[config.mk]
export PLATFORM = sky130hd
export DESIGN_NAME = cnf_top
export DESIGN_NICKNAME = d
export VERILOG_FILES = /design/src/logic/cnf_pkg.sv /design/src/logic/cnf_tick_if.sv /design/src/logic/cnf_prescaler.sv /design/src/logic/cnf_filter.sv /design/src/logic/cnf_top.sv
export SDC_FILE = /design/constraint.sdc
export NUM_CORES = 1
export LEC_CHECK = 0
export ABC_AREA = 1
export BUFFER_PORTS_ARGS = -buffer_cell sky130_fd_sc_hd__buf_2
export CORE_UTILIZATION = 25
export CTS_BUF_LIST = sky130_fd_sc_hd__clkbuf_2 sky130_fd_sc_hd__clkbuf_4 sky130_fd_sc_hd__clkbuf_8
export DETAILED_ROUTE_END_ITERATION = 16
export PLACE_DENSITY = 0.41
export SYNTH_ARGS = -nofsm -noshare
export SYNTH_HDL_FRONTEND = slang
export SYNTH_HIERARCHICAL = 1
export SYNTH_SLANG_ARGS = --single-unit
[constraint.sdc]
create_clock -name core_clk -period 17.35 [get_ports core_clk]
set_input_delay 3.47 -clock core_clk [delete_from_list [all_inputs] [get_ports core_clk]]
set_output_delay 3.47 -clock core_clk [all_outputs]
set_load 0.02 [all_outputs]
[src/logic/cnf_pkg.sv]
// Shared constants and types for the channel input noise filter
package cnf_pkg;

    // ------------------------------------------------------------
    // Sizes
    // ------------------------------------------------------------
    localparam int          CNF_CHANNELS    = 32;
    localparam int          CNF_PSC_W       = 3;
    localparam int          CNF_DIV_W       = 8;
    localparam int          CNF_FILL_MAX    = 2;

    // ------------------------------------------------------------
    // Reset values
    // ------------------------------------------------------------
    localparam logic [2:0]  CNF_PSC_RST     = 3'h0;
    localparam logic        CNF_LEVEL_RST   = 1'b0;

    // ------------------------------------------------------------
    // Filter modes; code 2'b11 behaves as two-sample
    // ------------------------------------------------------------
    typedef enum logic [1:0] {
        CNF_MODE_TWO   = 2'b00,
        CNF_MODE_THREE = 2'b01,
        CNF_MODE_CONT  = 2'b10
    } cnf_mode_t;

    localparam cnf_mode_t   CNF_MODE_RST    = CNF_MODE_TWO;

endpackage : cnf_pkg

[src/logic/cnf_tick_if.sv]
// Sampling strobes shared by the prescaler and every filter
`timescale 1ns/1ps
interface cnf_tick_if;
    logic filter_tick;
    logic half_tick;
    logic restart;

    modport src (output filter_tick, output half_tick, output restart);
    modport dst (input  filter_tick, input  half_tick, input  restart);
endinterface : cnf_tick_if

[src/logic/cnf_prescaler.sv]
// Filter clock prescaler and configuration change detector
`timescale 1ns/1ps
module cnf_prescaler (
    input  wire logic                        core_clk,
    input  wire logic                        sys_rst,
    input  wire cnf_pkg::cnf_mode_t          filter_mode_select,
    input  wire logic [cnf_pkg::CNF_PSC_W-1:0] filter_clock_prescale,
    cnf_tick_if.src                          tick
);
    import cnf_pkg::*;

    logic [CNF_DIV_W-1:0]           div_cnt_ff;
    logic [CNF_DIV_W-1:0]           nxt_div_cnt;
    logic [CNF_DIV_W-1:0]           div_mask;
    logic [CNF_PSC_W+1:0]           cfg_prev_ff;
    logic [CNF_PSC_W+1:0]           nxt_cfg_prev;

    // ------------------------------------------------------------
    // Divider
    // ------------------------------------------------------------
    // RULE_06 power of two
    always_comb begin
        nxt_div_cnt  = div_cnt_ff + {{(CNF_DIV_W-1){1'b0}}, 1'b1};
        // RULE_07 code 000 samples every second clock
        div_mask     = CNF_DIV_W'((9'h002 << filter_clock_prescale) - 9'h001);
        nxt_cfg_prev = {filter_mode_select, filter_clock_prescale};
    end

    always_ff @(posedge core_clk or posedge sys_rst) begin
        if (sys_rst) begin
            div_cnt_ff  <= '0;
            cfg_prev_ff <= {CNF_MODE_RST, CNF_PSC_RST};
        end else begin
            div_cnt_ff  <= nxt_div_cnt;
            cfg_prev_ff <= nxt_cfg_prev;
        end
    end

    // Every filter tick is also a half-rate tick, so continuous mode
    // closes its window on a sample it has seen
    // RULE_09 free-running phase decides borderline pulses
    assign tick.filter_tick = (div_cnt_ff & div_mask) == div_mask;
    assign tick.half_tick   = div_cnt_ff[0];
    // RULE_13 restart on change
    assign tick.restart     = nxt_cfg_prev != cfg_prev_ff;

    // ------------------------------------------------------------
    // Checks
    // ------------------------------------------------------------
    logic [8:0] gap_ff;
    logic       gap_ok_ff;
    always_ff @(posedge core_clk or posedge sys_rst) begin
        if (sys_rst) begin
            gap_ff    <= '0;
            gap_ok_ff <= 1'b0;
        end else if (tick.restart) begin
            gap_ff    <= '0;
            gap_ok_ff <= 1'b0;
        end else if (tick.filter_tick) begin
            gap_ff    <= '0;
            gap_ok_ff <= 1'b1;
        end else begin
            gap_ff    <= gap_ff + 9'h001;
        end
    end

    tick_period_a: assert property ( // RULE_06
        @(posedge core_clk) disable iff (sys_rst)
        tick.filter_tick && gap_ok_ff && !tick.restart
        |-> ({1'b0, gap_ff} + 10'h001) == (10'h002 << filter_clock_prescale))
        else $error("filter tick spacing differs from prescale divisor");

    half_rate_a: assert property ( // RULE_04
        @(posedge core_clk) disable iff (sys_rst)
        tick.half_tick |=> !tick.half_tick ##1 tick.half_tick)
        else $error("half-rate sample strobe not every second clock");

endmodule : cnf_prescaler

[src/logic/cnf_filter.sv]
// Synchronizer and three-mode noise filter for one input
`timescale 1ns/1ps
module cnf_filter (
    input  wire logic               core_clk,
    input  wire logic               sys_rst,
    input  wire logic               pin_raw,
    input  wire cnf_pkg::cnf_mode_t filter_mode_select,
    cnf_tick_if.dst                 tick,
    output logic                    acc_level
);
    import cnf_pkg::*;

    logic       s1_ff, s2_ff, samp1_ff, samp2_ff, ref_ff, miss_ff, acc_ff;
    logic       nxt_samp1, nxt_samp2, nxt_ref, nxt_miss, nxt_acc;
    logic [1:0] fill_ff, nxt_fill, fill_inc;

    // ------------------------------------------------------------
    // Sampling and acceptance
    // ------------------------------------------------------------
    always_comb begin
        nxt_samp1 = samp1_ff;
        nxt_samp2 = samp2_ff;
        nxt_ref   = ref_ff;
        nxt_miss  = miss_ff;
        nxt_acc   = acc_ff;
        nxt_fill  = fill_ff;
        // RULE_08 count samples since restart
        fill_inc  = (fill_ff == 2'(CNF_FILL_MAX)) ? fill_ff : fill_ff + 2'h1;
        // RULE_13 forget old samples
        if (tick.restart) begin
            nxt_fill = 2'h0;
            nxt_miss = 1'b0;
            nxt_ref  = s2_ff;
        end else begin
            // RULE_01 mode select
            case (filter_mode_select)
                CNF_MODE_THREE: begin
                    if (tick.filter_tick) begin
                        nxt_samp1 = s2_ff;
                        nxt_samp2 = samp1_ff;
                        nxt_fill  = fill_inc;
                        // RULE_03 three agree
                        if (fill_ff == 2'(CNF_FILL_MAX) && s2_ff == samp1_ff &&
                            samp1_ff == samp2_ff) begin
                            nxt_acc = s2_ff;
                        end
                    end
                end
                CNF_MODE_CONT: begin
                    // RULE_05 any miss spoils period
                    if (tick.half_tick && s2_ff != ref_ff) begin
                        nxt_miss = 1'b1;
                    end
                    if (tick.filter_tick) begin
                        // RULE_04 whole period stable
                        if (fill_ff != 2'h0 && !miss_ff && s2_ff == ref_ff) begin
                            nxt_acc = ref_ff;
                        end
                        nxt_ref  = s2_ff;
                        nxt_miss = 1'b0;
                        nxt_fill = 2'h1;
                    end
                end
                default: begin
                    if (tick.filter_tick) begin
                        nxt_samp1 = s2_ff;
                        nxt_fill  = fill_inc;
                        // RULE_02 two agree
                        if (fill_ff != 2'h0 && s2_ff == samp1_ff) begin
                            nxt_acc = s2_ff;
                        end
                    end
                end
            endcase
        end
    end

    // RULE_10 synchronizer first
    always_ff @(posedge core_clk or posedge sys_rst) begin
        if (sys_rst) begin
            s1_ff    <= CNF_LEVEL_RST;
            s2_ff    <= CNF_LEVEL_RST;
            samp1_ff <= CNF_LEVEL_RST;
            samp2_ff <= CNF_LEVEL_RST;
            ref_ff   <= CNF_LEVEL_RST;
            miss_ff  <= 1'b0;
            fill_ff  <= 2'h0;
            acc_ff   <= CNF_LEVEL_RST;
        end else begin
            s1_ff    <= pin_raw;
            s2_ff    <= s1_ff;
            samp1_ff <= nxt_samp1;
            samp2_ff <= nxt_samp2;
            ref_ff   <= nxt_ref;
            miss_ff  <= nxt_miss;
            fill_ff  <= nxt_fill;
            acc_ff   <= nxt_acc;
        end
    end

    // RULE_13 hold between updates
    assign acc_level = acc_ff;

    // ------------------------------------------------------------
    // Checks
    // ------------------------------------------------------------
    two_accept_a: assert property ( // RULE_02
        @(posedge core_clk) disable iff (sys_rst)
        filter_mode_select == CNF_MODE_TWO && tick.filter_tick && !tick.restart &&
        fill_ff != 2'h0 && s2_ff == samp1_ff |=> acc_level == $past(s2_ff))
        else $error("two agreeing samples not accepted");

    three_hold_a: assert property ( // RULE_03
        @(posedge core_clk) disable iff (sys_rst)
        filter_mode_select == CNF_MODE_THREE && !(s2_ff == samp1_ff &&
        samp1_ff == samp2_ff) |=> $stable(acc_level))
        else $error("three-sample state moved without three equal samples");

    cont_block_a: assert property ( // RULE_05
        @(posedge core_clk) disable iff (sys_rst)
        filter_mode_select == CNF_MODE_CONT && miss_ff |=> $stable(acc_level))
        else $error("continuous mode accepted a noisy period");

endmodule : cnf_filter

[src/logic/cnf_top.sv]
// Channel and timebase-pin noise filters with transition detection
//
// Function
// RULE_01 - Three modes chosen by mode select
// RULE_02 - Two-sample: accept when two samples agree
// RULE_03 - Three-sample: accept when three samples agree
// RULE_04 - Continuous: half-rate samples, whole period stable
// RULE_05 - Continuous: any miss delays a full period
// RULE_06 - Filter clock is system clock over 2..256
// RULE_07 - Reset setting: reject <2, pass >=4 clocks
// RULE_08 - Detection needs two or three filter samples
// RULE_09 - Three-clock pulse may pass or fail
// RULE_10 - Synchronizer then filter on every input
// RULE_11 - Only accepted changes raise transition events
// RULE_12 - Angle mode: channel 0 uses timebase filter
// RULE_13 - Hold state; restart on setting change
`timescale 1ns/1ps
module cnf_top #(
    parameter int CHANNELS = cnf_pkg::CNF_CHANNELS
) (
    input  wire logic                          core_clk,
    input  wire logic                          sys_rst,
    input  wire cnf_pkg::cnf_mode_t            filter_mode_select,
    input  wire logic [cnf_pkg::CNF_PSC_W-1:0] filter_clock_prescale,
    input  wire logic                          angle_mode,
    input  wire logic                          external_timebase_clock_pin,
    input  wire logic [CHANNELS-1:0]           chan_pin,
    input  wire logic [CHANNELS-1:0]           chan_is_input,
    output logic [CHANNELS-1:0]                chan_level,
    output logic [CHANNELS-1:0]                chan_rise,
    output logic [CHANNELS-1:0]                chan_fall,
    output logic                               tb_level,
    output logic                               tb_rise,
    output logic                               tb_fall
);
    import cnf_pkg::*;

    // ------------------------------------------------------------
    // Declarations
    // ------------------------------------------------------------
    logic [CHANNELS-1:0]    ch_acc;
    logic [CHANNELS-1:0]    eff_level;
    logic                   tb_acc;

    logic [CHANNELS-1:0]    chan_level_ff;
    logic [CHANNELS-1:0]    nxt_chan_level;
    logic [CHANNELS-1:0]    chan_rise_ff;
    logic [CHANNELS-1:0]    nxt_chan_rise;
    logic [CHANNELS-1:0]    chan_fall_ff;
    logic [CHANNELS-1:0]    nxt_chan_fall;
    logic                   tb_level_ff;
    logic                   nxt_tb_level;
    logic                   tb_rise_ff;
    logic                   nxt_tb_rise;
    logic                   tb_fall_ff;
    logic                   nxt_tb_fall;

    cnf_tick_if             u_tick ();

    // ------------------------------------------------------------
    // Shared sampling clock
    // ------------------------------------------------------------
    // RULE_06 one prescaler for all
    cnf_prescaler u_prescaler (
        .core_clk              (core_clk),
        .sys_rst               (sys_rst),
        .filter_mode_select    (filter_mode_select),
        .filter_clock_prescale (filter_clock_prescale),
        .tick                  (u_tick.src)
    );

    // ------------------------------------------------------------
    // Timebase clock pin filter
    // ------------------------------------------------------------
    // RULE_10 timebase pin filtered
    cnf_filter u_tb_filter (
        .core_clk           (core_clk),
        .sys_rst            (sys_rst),
        .pin_raw            (external_timebase_clock_pin),
        .filter_mode_select (filter_mode_select),
        .tick               (u_tick.dst),
        .acc_level          (tb_acc)
    );

    // ------------------------------------------------------------
    // Channel filters
    // ------------------------------------------------------------
    // Filters run on every channel so that switching a channel to
    // input does not start from a stale level; events stay gated.
    // RULE_10 one filter per channel
    for (genvar gi = 0; gi < CHANNELS; gi++) begin : g_chan
        cnf_filter u_chan_filter (
            .core_clk           (core_clk),
            .sys_rst            (sys_rst),
            .pin_raw            (chan_pin[gi]),
            .filter_mode_select (filter_mode_select),
            .tick               (u_tick.dst),
            .acc_level          (ch_acc[gi])
        );
    end

    // ------------------------------------------------------------
    // Level selection and transition detection
    // ------------------------------------------------------------
    // Entering or leaving angle mode can swap channel 0's level and
    // so raise one event; software should ignore it.
    always_comb begin
        eff_level = ch_acc;
        // RULE_12 share timebase filter
        if (angle_mode) begin
            eff_level[0] = tb_acc;
        end
        nxt_chan_level = eff_level;
        // RULE_11 only accepted changes
        nxt_chan_rise  = eff_level & ~chan_level_ff & chan_is_input;
        nxt_chan_fall  = ~eff_level & chan_level_ff & chan_is_input;
        nxt_tb_level   = tb_acc;
        nxt_tb_rise    = tb_acc & ~tb_level_ff;
        nxt_tb_fall    = ~tb_acc & tb_level_ff;
    end

    always_ff @(posedge core_clk or posedge sys_rst) begin
        if (sys_rst) begin
            chan_level_ff <= {CHANNELS{CNF_LEVEL_RST}};
            chan_rise_ff  <= '0;
            chan_fall_ff  <= '0;
            tb_level_ff   <= CNF_LEVEL_RST;
            tb_rise_ff    <= 1'b0;
            tb_fall_ff    <= 1'b0;
        end else begin
            chan_level_ff <= nxt_chan_level;
            chan_rise_ff  <= nxt_chan_rise;
            chan_fall_ff  <= nxt_chan_fall;
            tb_level_ff   <= nxt_tb_level;
            tb_rise_ff    <= nxt_tb_rise;
            tb_fall_ff    <= nxt_tb_fall;
        end
    end

    assign chan_level = chan_level_ff;
    assign chan_rise  = chan_rise_ff;
    assign chan_fall  = chan_fall_ff;
    assign tb_level   = tb_level_ff;
    assign tb_rise    = tb_rise_ff;
    assign tb_fall    = tb_fall_ff;

    // ------------------------------------------------------------
    // Checks
    // ------------------------------------------------------------
    // The top channel is never replaced in angle mode, so it is the
    // plain reference for the timing checks below.
    localparam int LAST = CHANNELS - 1;

    rise_cause_a: assert property ( // RULE_11
        @(posedge core_clk) disable iff (sys_rst)
        chan_rise[LAST] |-> chan_level[LAST] && !$past(chan_level[LAST]) &&
        $past(chan_is_input[LAST]))
        else $error("rising event without accepted rising level");

    fall_cause_a: assert property ( // RULE_11
        @(posedge core_clk) disable iff (sys_rst)
        chan_fall[LAST] |-> !chan_level[LAST] && $past(chan_level[LAST]) &&
        $past(chan_is_input[LAST]))
        else $error("falling event without accepted falling level");

    event_missed_a: assert property ( // RULE_11
        @(posedge core_clk) disable iff (sys_rst)
        chan_is_input[LAST] && ch_acc[LAST] && !chan_level[LAST]
        |=> chan_rise[LAST])
        else $error("accepted rising level raised no event");

    output_gate_a: assert property ( // RULE_10
        @(posedge core_clk) disable iff (sys_rst)
        !chan_is_input[LAST] |=> !chan_rise[LAST] && !chan_fall[LAST])
        else $error("event on a channel not configured as input");

    tick_only_a: assert property ( // RULE_13
        @(posedge core_clk) disable iff (sys_rst)
        $changed(chan_level[LAST]) |-> $past(u_tick.filter_tick, 2))
        else $error("channel level moved without a filter tick");

    restart_hold_a: assert property ( // RULE_13
        @(posedge core_clk) disable iff (sys_rst)
        u_tick.restart |=> ##1 $stable(chan_level[LAST]))
        else $error("level changed on a configuration change");

    angle_share_a: assert property ( // RULE_12
        @(posedge core_clk) disable iff (sys_rst)
        $past(angle_mode) |-> chan_level[0] == tb_level)
        else $error("channel 0 not following timebase filter in angle mode");

    own_filter_a: assert property ( // RULE_12
        @(posedge core_clk) disable iff (sys_rst)
        !$past(angle_mode) |-> chan_level[0] == $past(ch_acc[0]))
        else $error("channel 0 not using its own filter outside angle mode");

    tb_edge_a: assert property ( // RULE_11
        @(posedge core_clk) disable iff (sys_rst)
        tb_rise |-> tb_level && !$past(tb_level) && !tb_fall)
        else $error("timebase rising event without rising level");

    short_reject_a: assert property ( // RULE_07
        @(posedge core_clk) disable iff (sys_rst)
        filter_mode_select == CNF_MODE_TWO && filter_clock_prescale == CNF_PSC_RST &&
        $stable(filter_mode_select) && $stable(filter_clock_prescale) &&
        $changed(ch_acc[LAST])
        |-> ch_acc[LAST] == $past(chan_pin[LAST], 3) &&
            $past(chan_pin[LAST], 5) == $past(chan_pin[LAST], 3))
        else $error("single-clock pulse accepted at fastest filter clock");

endmodule : cnf_top

Yosys cells after proc, flatten, opt, wreduce, memory -nomap -nowiden

Cells that the tools add are included.

Add/sub/neg operators: 35
Eq/ne operators: 268
Shift-type cells: 1
Multiplexer cells: 596
Bitwise operators: 13
Reductions and logical operators: 434

Operator list:

| operator                                                                | number |
|---|---|
| 1-bit 2-to-1 mux                                                        | 430 |
| 2-bit 2-to-1 mux                                                        | 133 |
| 1-bit logical AND                                                       | 198 |
| 3-bit nonzero test                                                      | 66 |
| 5-bit AND reduction                                                     | 33 |
| 2-bit AND reduction                                                     | 67 |
| 32-bit AND                                                              | 4 |
| 2-bit by 1-bit inequality test with 1-bit output, second input constant | 64 |
| 1-bit == test                                                           | 99 |
| 3-bit inequality test, second input constant                            | 31 |
| 2-bit nonzero test                                                      | 35 |
| 2-bit == test, second input constant                                    | 34 |
| 2-bit by 1-bit adder with 2-bit output, second input constant           | 33 |
| 1-bit case mux with 2 select lines                                      | 33 |
| 32-bit NOT                                                              | 2 |
| 1-bit logical NOT                                                       | 33 |
| 1-bit inequality test                                                   | 33 |
| 8-bit by 1-bit adder with 8-bit output, second input constant           | 1 |
| 8-bit AND                                                               | 1 |
| 8-bit == test                                                           | 1 |
| 2-bit by 3-bit left shift with 8-bit output, first input constant       | 1 |
| 8-bit by 1-bit subtractor with 8-bit output, second input constant      | 1 |
| 3-bit AND reduction                                                     | 2 |
| 5-bit inequality test                                                   | 1 |
| 6 further kinds                                                         | 11 |

Flip-flop bits (word level): 409
Input port bits: 73
Output and inout port bits: 99

Longest topological paths before layout

Depth in word-level cells: 7
Gate-level depth with buffers: 12

Hierarchy

Netlist, hierarchy kept.

By module, submodules not included:

| module        | times used | cells each | area an instance (µm²) | sequential area each (µm²) |
|---|---|---|---|---|
| cnf_filter    | 33         | 66         | 521.8                  | 225.2 |
| cnf_top       | 1          | 241        | 3020.4                 | 2477.4 |
| cnf_prescaler | 1          | 61         | 599.3                  | 325.3 |

Worst setup path after synthesis

No wires, ideal clock.

Path type: in2reg
Start: input port filter_clock_prescale[2] (netlist name)
End: register g_chan[0].u_chan_filter.ref_ff
Data arrival time: 10.641 ns
Required time: 17.222 ns
Setup slack: 6.581 ns
Stages on the path: 7
Cells stage by stage: xor2_1 > nor2_1 > nand4_1 > nor2_1 > nor2_1 > nand2_1 > o21ai_1

RTL lines:

| element                              | RTL line            | RTL |
|---|---|---|
| start, declared                      | cnf_top.sv:24       | `input wire logic [cnf_pkg::CNF_PSC_W-1:0] filter_clock_prescale,` |
| 5-bit inequality test *              | cnf_prescaler.sv:45 | `assign tick.restart = nxt_cfg_prev != cfg_prev_ff;` |
| net u_tick.restart                   | cnf_tick_if.sv:6    | `logic restart;` |
| 2-bit nonzero test (no source line)  | -                   |  |
| 2-bit AND reduction (no source line) | -                   |  |
| end signal, assigned                 | cnf_filter.sv:94    | `ref_ff <= nxt_ref;` |
| end, declared                        | cnf_filter.sv:13    | `logic s1_ff, s2_ff, samp1_ff, samp2_ff, ref_ff, miss_ff, acc_ff;` |

The timed path passes the listed nets; every way through them passes the cells marked *.
A chain may end at the register's enable or synchronous reset.

Worst setup path after layout

Start: input port filter_clock_prescale[1] (netlist name)
End: register g_chan[26].u_chan_filter.ref_ff

Word-level cells in the longest chain between the ends: 6

Ends and longest elaborated chain:

| element                                       | RTL line            | RTL |
|---|---|---|
| 2-bit by 3-bit left shift with 8-bit output * | cnf_prescaler.sv:25 | `div_mask = CNF_DIV_W'((9'h002 << filter_clock_prescale) - 9'h001);` |
| 8-bit by 1-bit subtractor with 8-bit output * | cnf_prescaler.sv:25 |  |
| 8-bit AND                                     | cnf_prescaler.sv:42 | `assign tick.filter_tick = (div_cnt_ff & div_mask) == div_mask;` |
| 8-bit == test *                               | cnf_prescaler.sv:42 |  |
| net u_tick.filter_tick                        | cnf_tick_if.sv:4    | `logic filter_tick;` |
| 2-bit nonzero test (no source line) *         | -                   |  |
| 2-bit AND reduction (no source line) *        | -                   |  |
| end signal, assigned                          | cnf_filter.sv:94    |  |
| end, declared                                 | cnf_filter.sv:13    |  |

Marks and branches as above.

==> summary.md <==
| Metric | Value |
|---|---|
| Post-synth top area share | `approximately 49%` |
| CTS tree | `done` |
| Drt first-iter violations | `~800` |
| H-tree depth | `3` |
| Max FFs per register | `64` |
| IO Count | `172` |
| Post-synth ARST share | `100%` |
| Area contributors post-synth | `dfrtp_1 (49%), nand2_1 (12%), inv_1 (5.6%)` |
| DRT Pass-1 Iters | `5` |
| Worst setup SP type | `input pin` |
| CP max FO | `79` |
| Hold Path Class | `reg -> reg` |
| Chip height | `approximately 290 um` |
| CP Class | `in -> reg` |
| Count of unique library cells instantiated by Yosys | `25` |
| Pre-CTS setup slack | `10.20 ns` |
| Predominant post-synthesis flop cell | `dfrtp_1` |
| Post-CTS setup buffers | `0` |
| Core area | `about 0.08 mm2` |
| Mapped Nets | `2620` |
| Clk root buf | `clkbuf_8` |
| Layout cells sized above 1 | `between 20% and 30%` |
| Setup_tns | `0 ns` |
| Avg Inst Size Synth | `8.40 um2` |
| Count of state elements after synthesis | `just over 400` |
| Maximum clock insertion buffer count | `3` |
| Reg with most FFs | `g_chan.u_chan_filter/fill_ff` |
| Synth area leader | `dfrtp_1` |
| Number of synthesis warnings | `6` |
| DP HPWL | `around 33000 um` |
| IO Port Bufs | `around 170` |
| Die Footprint | `between 0.08 and 0.09 mm2` |
| Max Clock Freq | `0.156 GHz` |
| Placed Instance Area | `0.0231 mm2` |
| CTS Buf Count | `84` |
| Most frequent cells after synthesis | `nand2_1 (641), dfrtp_1 (409), inv_1 (311)` |
| Initial Utilization | `25.3%` |
| DRT Wirelength | `50300 um` |
| Placed cell count | `3730` |
| Post-Layout Cell Count | `between 3000 and 4000` |
| Cells after Synth | `2480` |
| Number of synthesized flops with an enable pin | `0` |
| Most frequent cell after synthesis | `nand2_1` |
| Num rows | `about 110` |
| RSZ-0062 raised after global routing | `no` |
| Routability cong. | `about 0.77` |
| CP required | `between 15 and 20 ns` |
| Cell leakage power | `~12 nW` |
| Post-Layout Inst Area | `between 0.02 and 0.03 mm2` |
| Final ANT Viol Nets | `0` |
| Vias per cell | `about 4.3` |
| Worst vdd ir | `between 0.04 and 0.05 mV` |
| Crit path time final | `between 6 and 7 ns` |
| Sink Count | `just over 400` |
| Die Wd | `slightly below 300 um` |
| Reg2Reg Setup Slack | `~13 ns` |
| Largest net degree at the start of global routing | `100` |
| DR vias | `around 17000` |
| Fin. max-slew vios | `0` |
| Synth Cell Area | `about 0.021 mm2` |
| Initial antenna violation count | `2` |
| Worst clock skew | `roughly 0.037 ns` |
| CP Capture Type | `flop` |
| Max_cap viols | `0` |
| Worst Tran Pin Value | `between 1 and 1.5 ns` |
| Setup ws final | `between 10 and 15 ns` |
| Vias in the first global route | `about 17000` |
| Overflow after GRT | `0` |
| Drt drc | `0` |
| Tcrit/Tclk final | `between 30% and 40%` |
| WL/cell | `between 10 and 15 um` |
| First-pass GRT wire length | `around 84000 um` |
| Resized cells post-CTS | `0` |
| Synthesis-to-layout area growth | `20.2%` |
| Pwr Density | `approximately 93 mW/mm2` |
| Seq/Total Area, Yosys | `between 40 and 50%` |
| Max_slew headroom | `around a quarter` |
| Status | `finished clean` |
| Clk slew on worst S/H paths | `0.05 ns` |
| NumNets Final | `between 2000 and 3000` |
| Arrival time at the worst endpoint | `7.00 ns` |
| Setup violation total in the final timing report | `0` |
| Skew-Pair Late Insertion Delay | `0.67 ns` |
| Hold slack | `~0.34 ns` |
| Final Hold Fails | `0` |
| Tot GR Track Use | `approximately 12%` |
| Hold buffers post-CTS | `0` |
[path summary, 6_finish.rpt]
kind                                                                from                                     endpoint  cells after the start
worst min register to register  g_chan[31].u_chan_filter/s1_ff$_DFF_PP0_     g_chan[31].u_chan_filter/s2_ff$_DFF_PP0_                      0
worst max register to register       u_prescaler/div_cnt_ff[0]$_DFF_PP0_  g_chan[26].u_chan_filter/ref_ff$_DFFE_PP0P_                     11
min in group asynchronous                                        sys_rst                      chan_fall[22]$_DFF_PP0_                      2
worst min-delay path            g_chan[31].u_chan_filter/s1_ff$_DFF_PP0_     g_chan[31].u_chan_filter/s2_ff$_DFF_PP0_                      0
worst max-delay path                            filter_clock_prescale[1]  g_chan[26].u_chan_filter/ref_ff$_DFFE_PP0P_                     12
max in group asynchronous                                        sys_rst                      chan_fall[27]$_DFF_PP0_                      2
[cell families after synthesis]
kind of cell / after synthesis / share of synthesized area (%)
and+or+nand+nor: 1186 / 26.1
DFF: 409 / 49.1
buffers and inverters: 411 / 7.80
AOI/OAI and AO/OA: 397 / 12.5
xor gates and xnor gates: 10 / 0.420
adders and majority gates: 67 / 4.02
[cell usage in the layout (no fill, tap or decap), drive strengths merged]
cell type and count:
a31oi 33, nor2 269, a21oi 166, o211ai 33, clkbuf 136, or2 1
ha 67, clkinvlp 1, nand3 168, clkinv 11, inv 414, diode 3
nand4 37, o21ai 165, bufinv 3, nand3b 1, nor3 1, xor2 7
buf 180, nand2 709, dfrtp 409, xnor2 3
[per-layer routing]
layer / wire length, um / vias to the layer above / track usage, %
met5: 14 / - / 0
met4: 1190 / 2 / 4.56
met3: 2170 / 91 / 2.64
met2: 23400 / 247 / 20.1
met1: 23500 / 7759 / 15.4
li1: - / 8486 / -
[power breakdown]
part	switching, mW	leakage [nW]	internal [mW]
sequential	0.0209	5.45	0.983
clock	0.446	1.03	0.682
combinational	0.138	5.96	0.0583
[critical path, stage by stage]
cell     delay, ns
buf_2         0.14
nor2_1        0.09
nand2_1       0.06
a21oi_1       0.13
nand2_1       0.10
nor2_4        0.85
buf_4         0.88
buf_4         0.65
nor2_1        0.18
nor2_1        0.24
nand2_1       0.07
o21ai_1       0.09
[area by class of cell]
| class | instances | area [um2] |
|---|---|---|
| fillers | 8718 | 57200 |
| repair buffers | 180 | 926 |
| clock buffers | 136 | 1750 |
| flip-flops and latches | 409 | 10200 |
| clock inverters | 18 | 179 |
| multi-input cells | 1660 | 8980 |
| diodes | 3 | 7.51 |
| well taps | 1070 | 1340 |
| inverters | 411 | 1630 |
[metrics by stage]
step	util (%)	total power [mW]
after detailed placement	28.1	1.22
after global routing	30.5	2.46
after global placement	28.1	1.22
after CTS	30.4	2.40
after floorplan	-	1.16
final	30.5	2.33
Power figures use the tool's default switching activity.
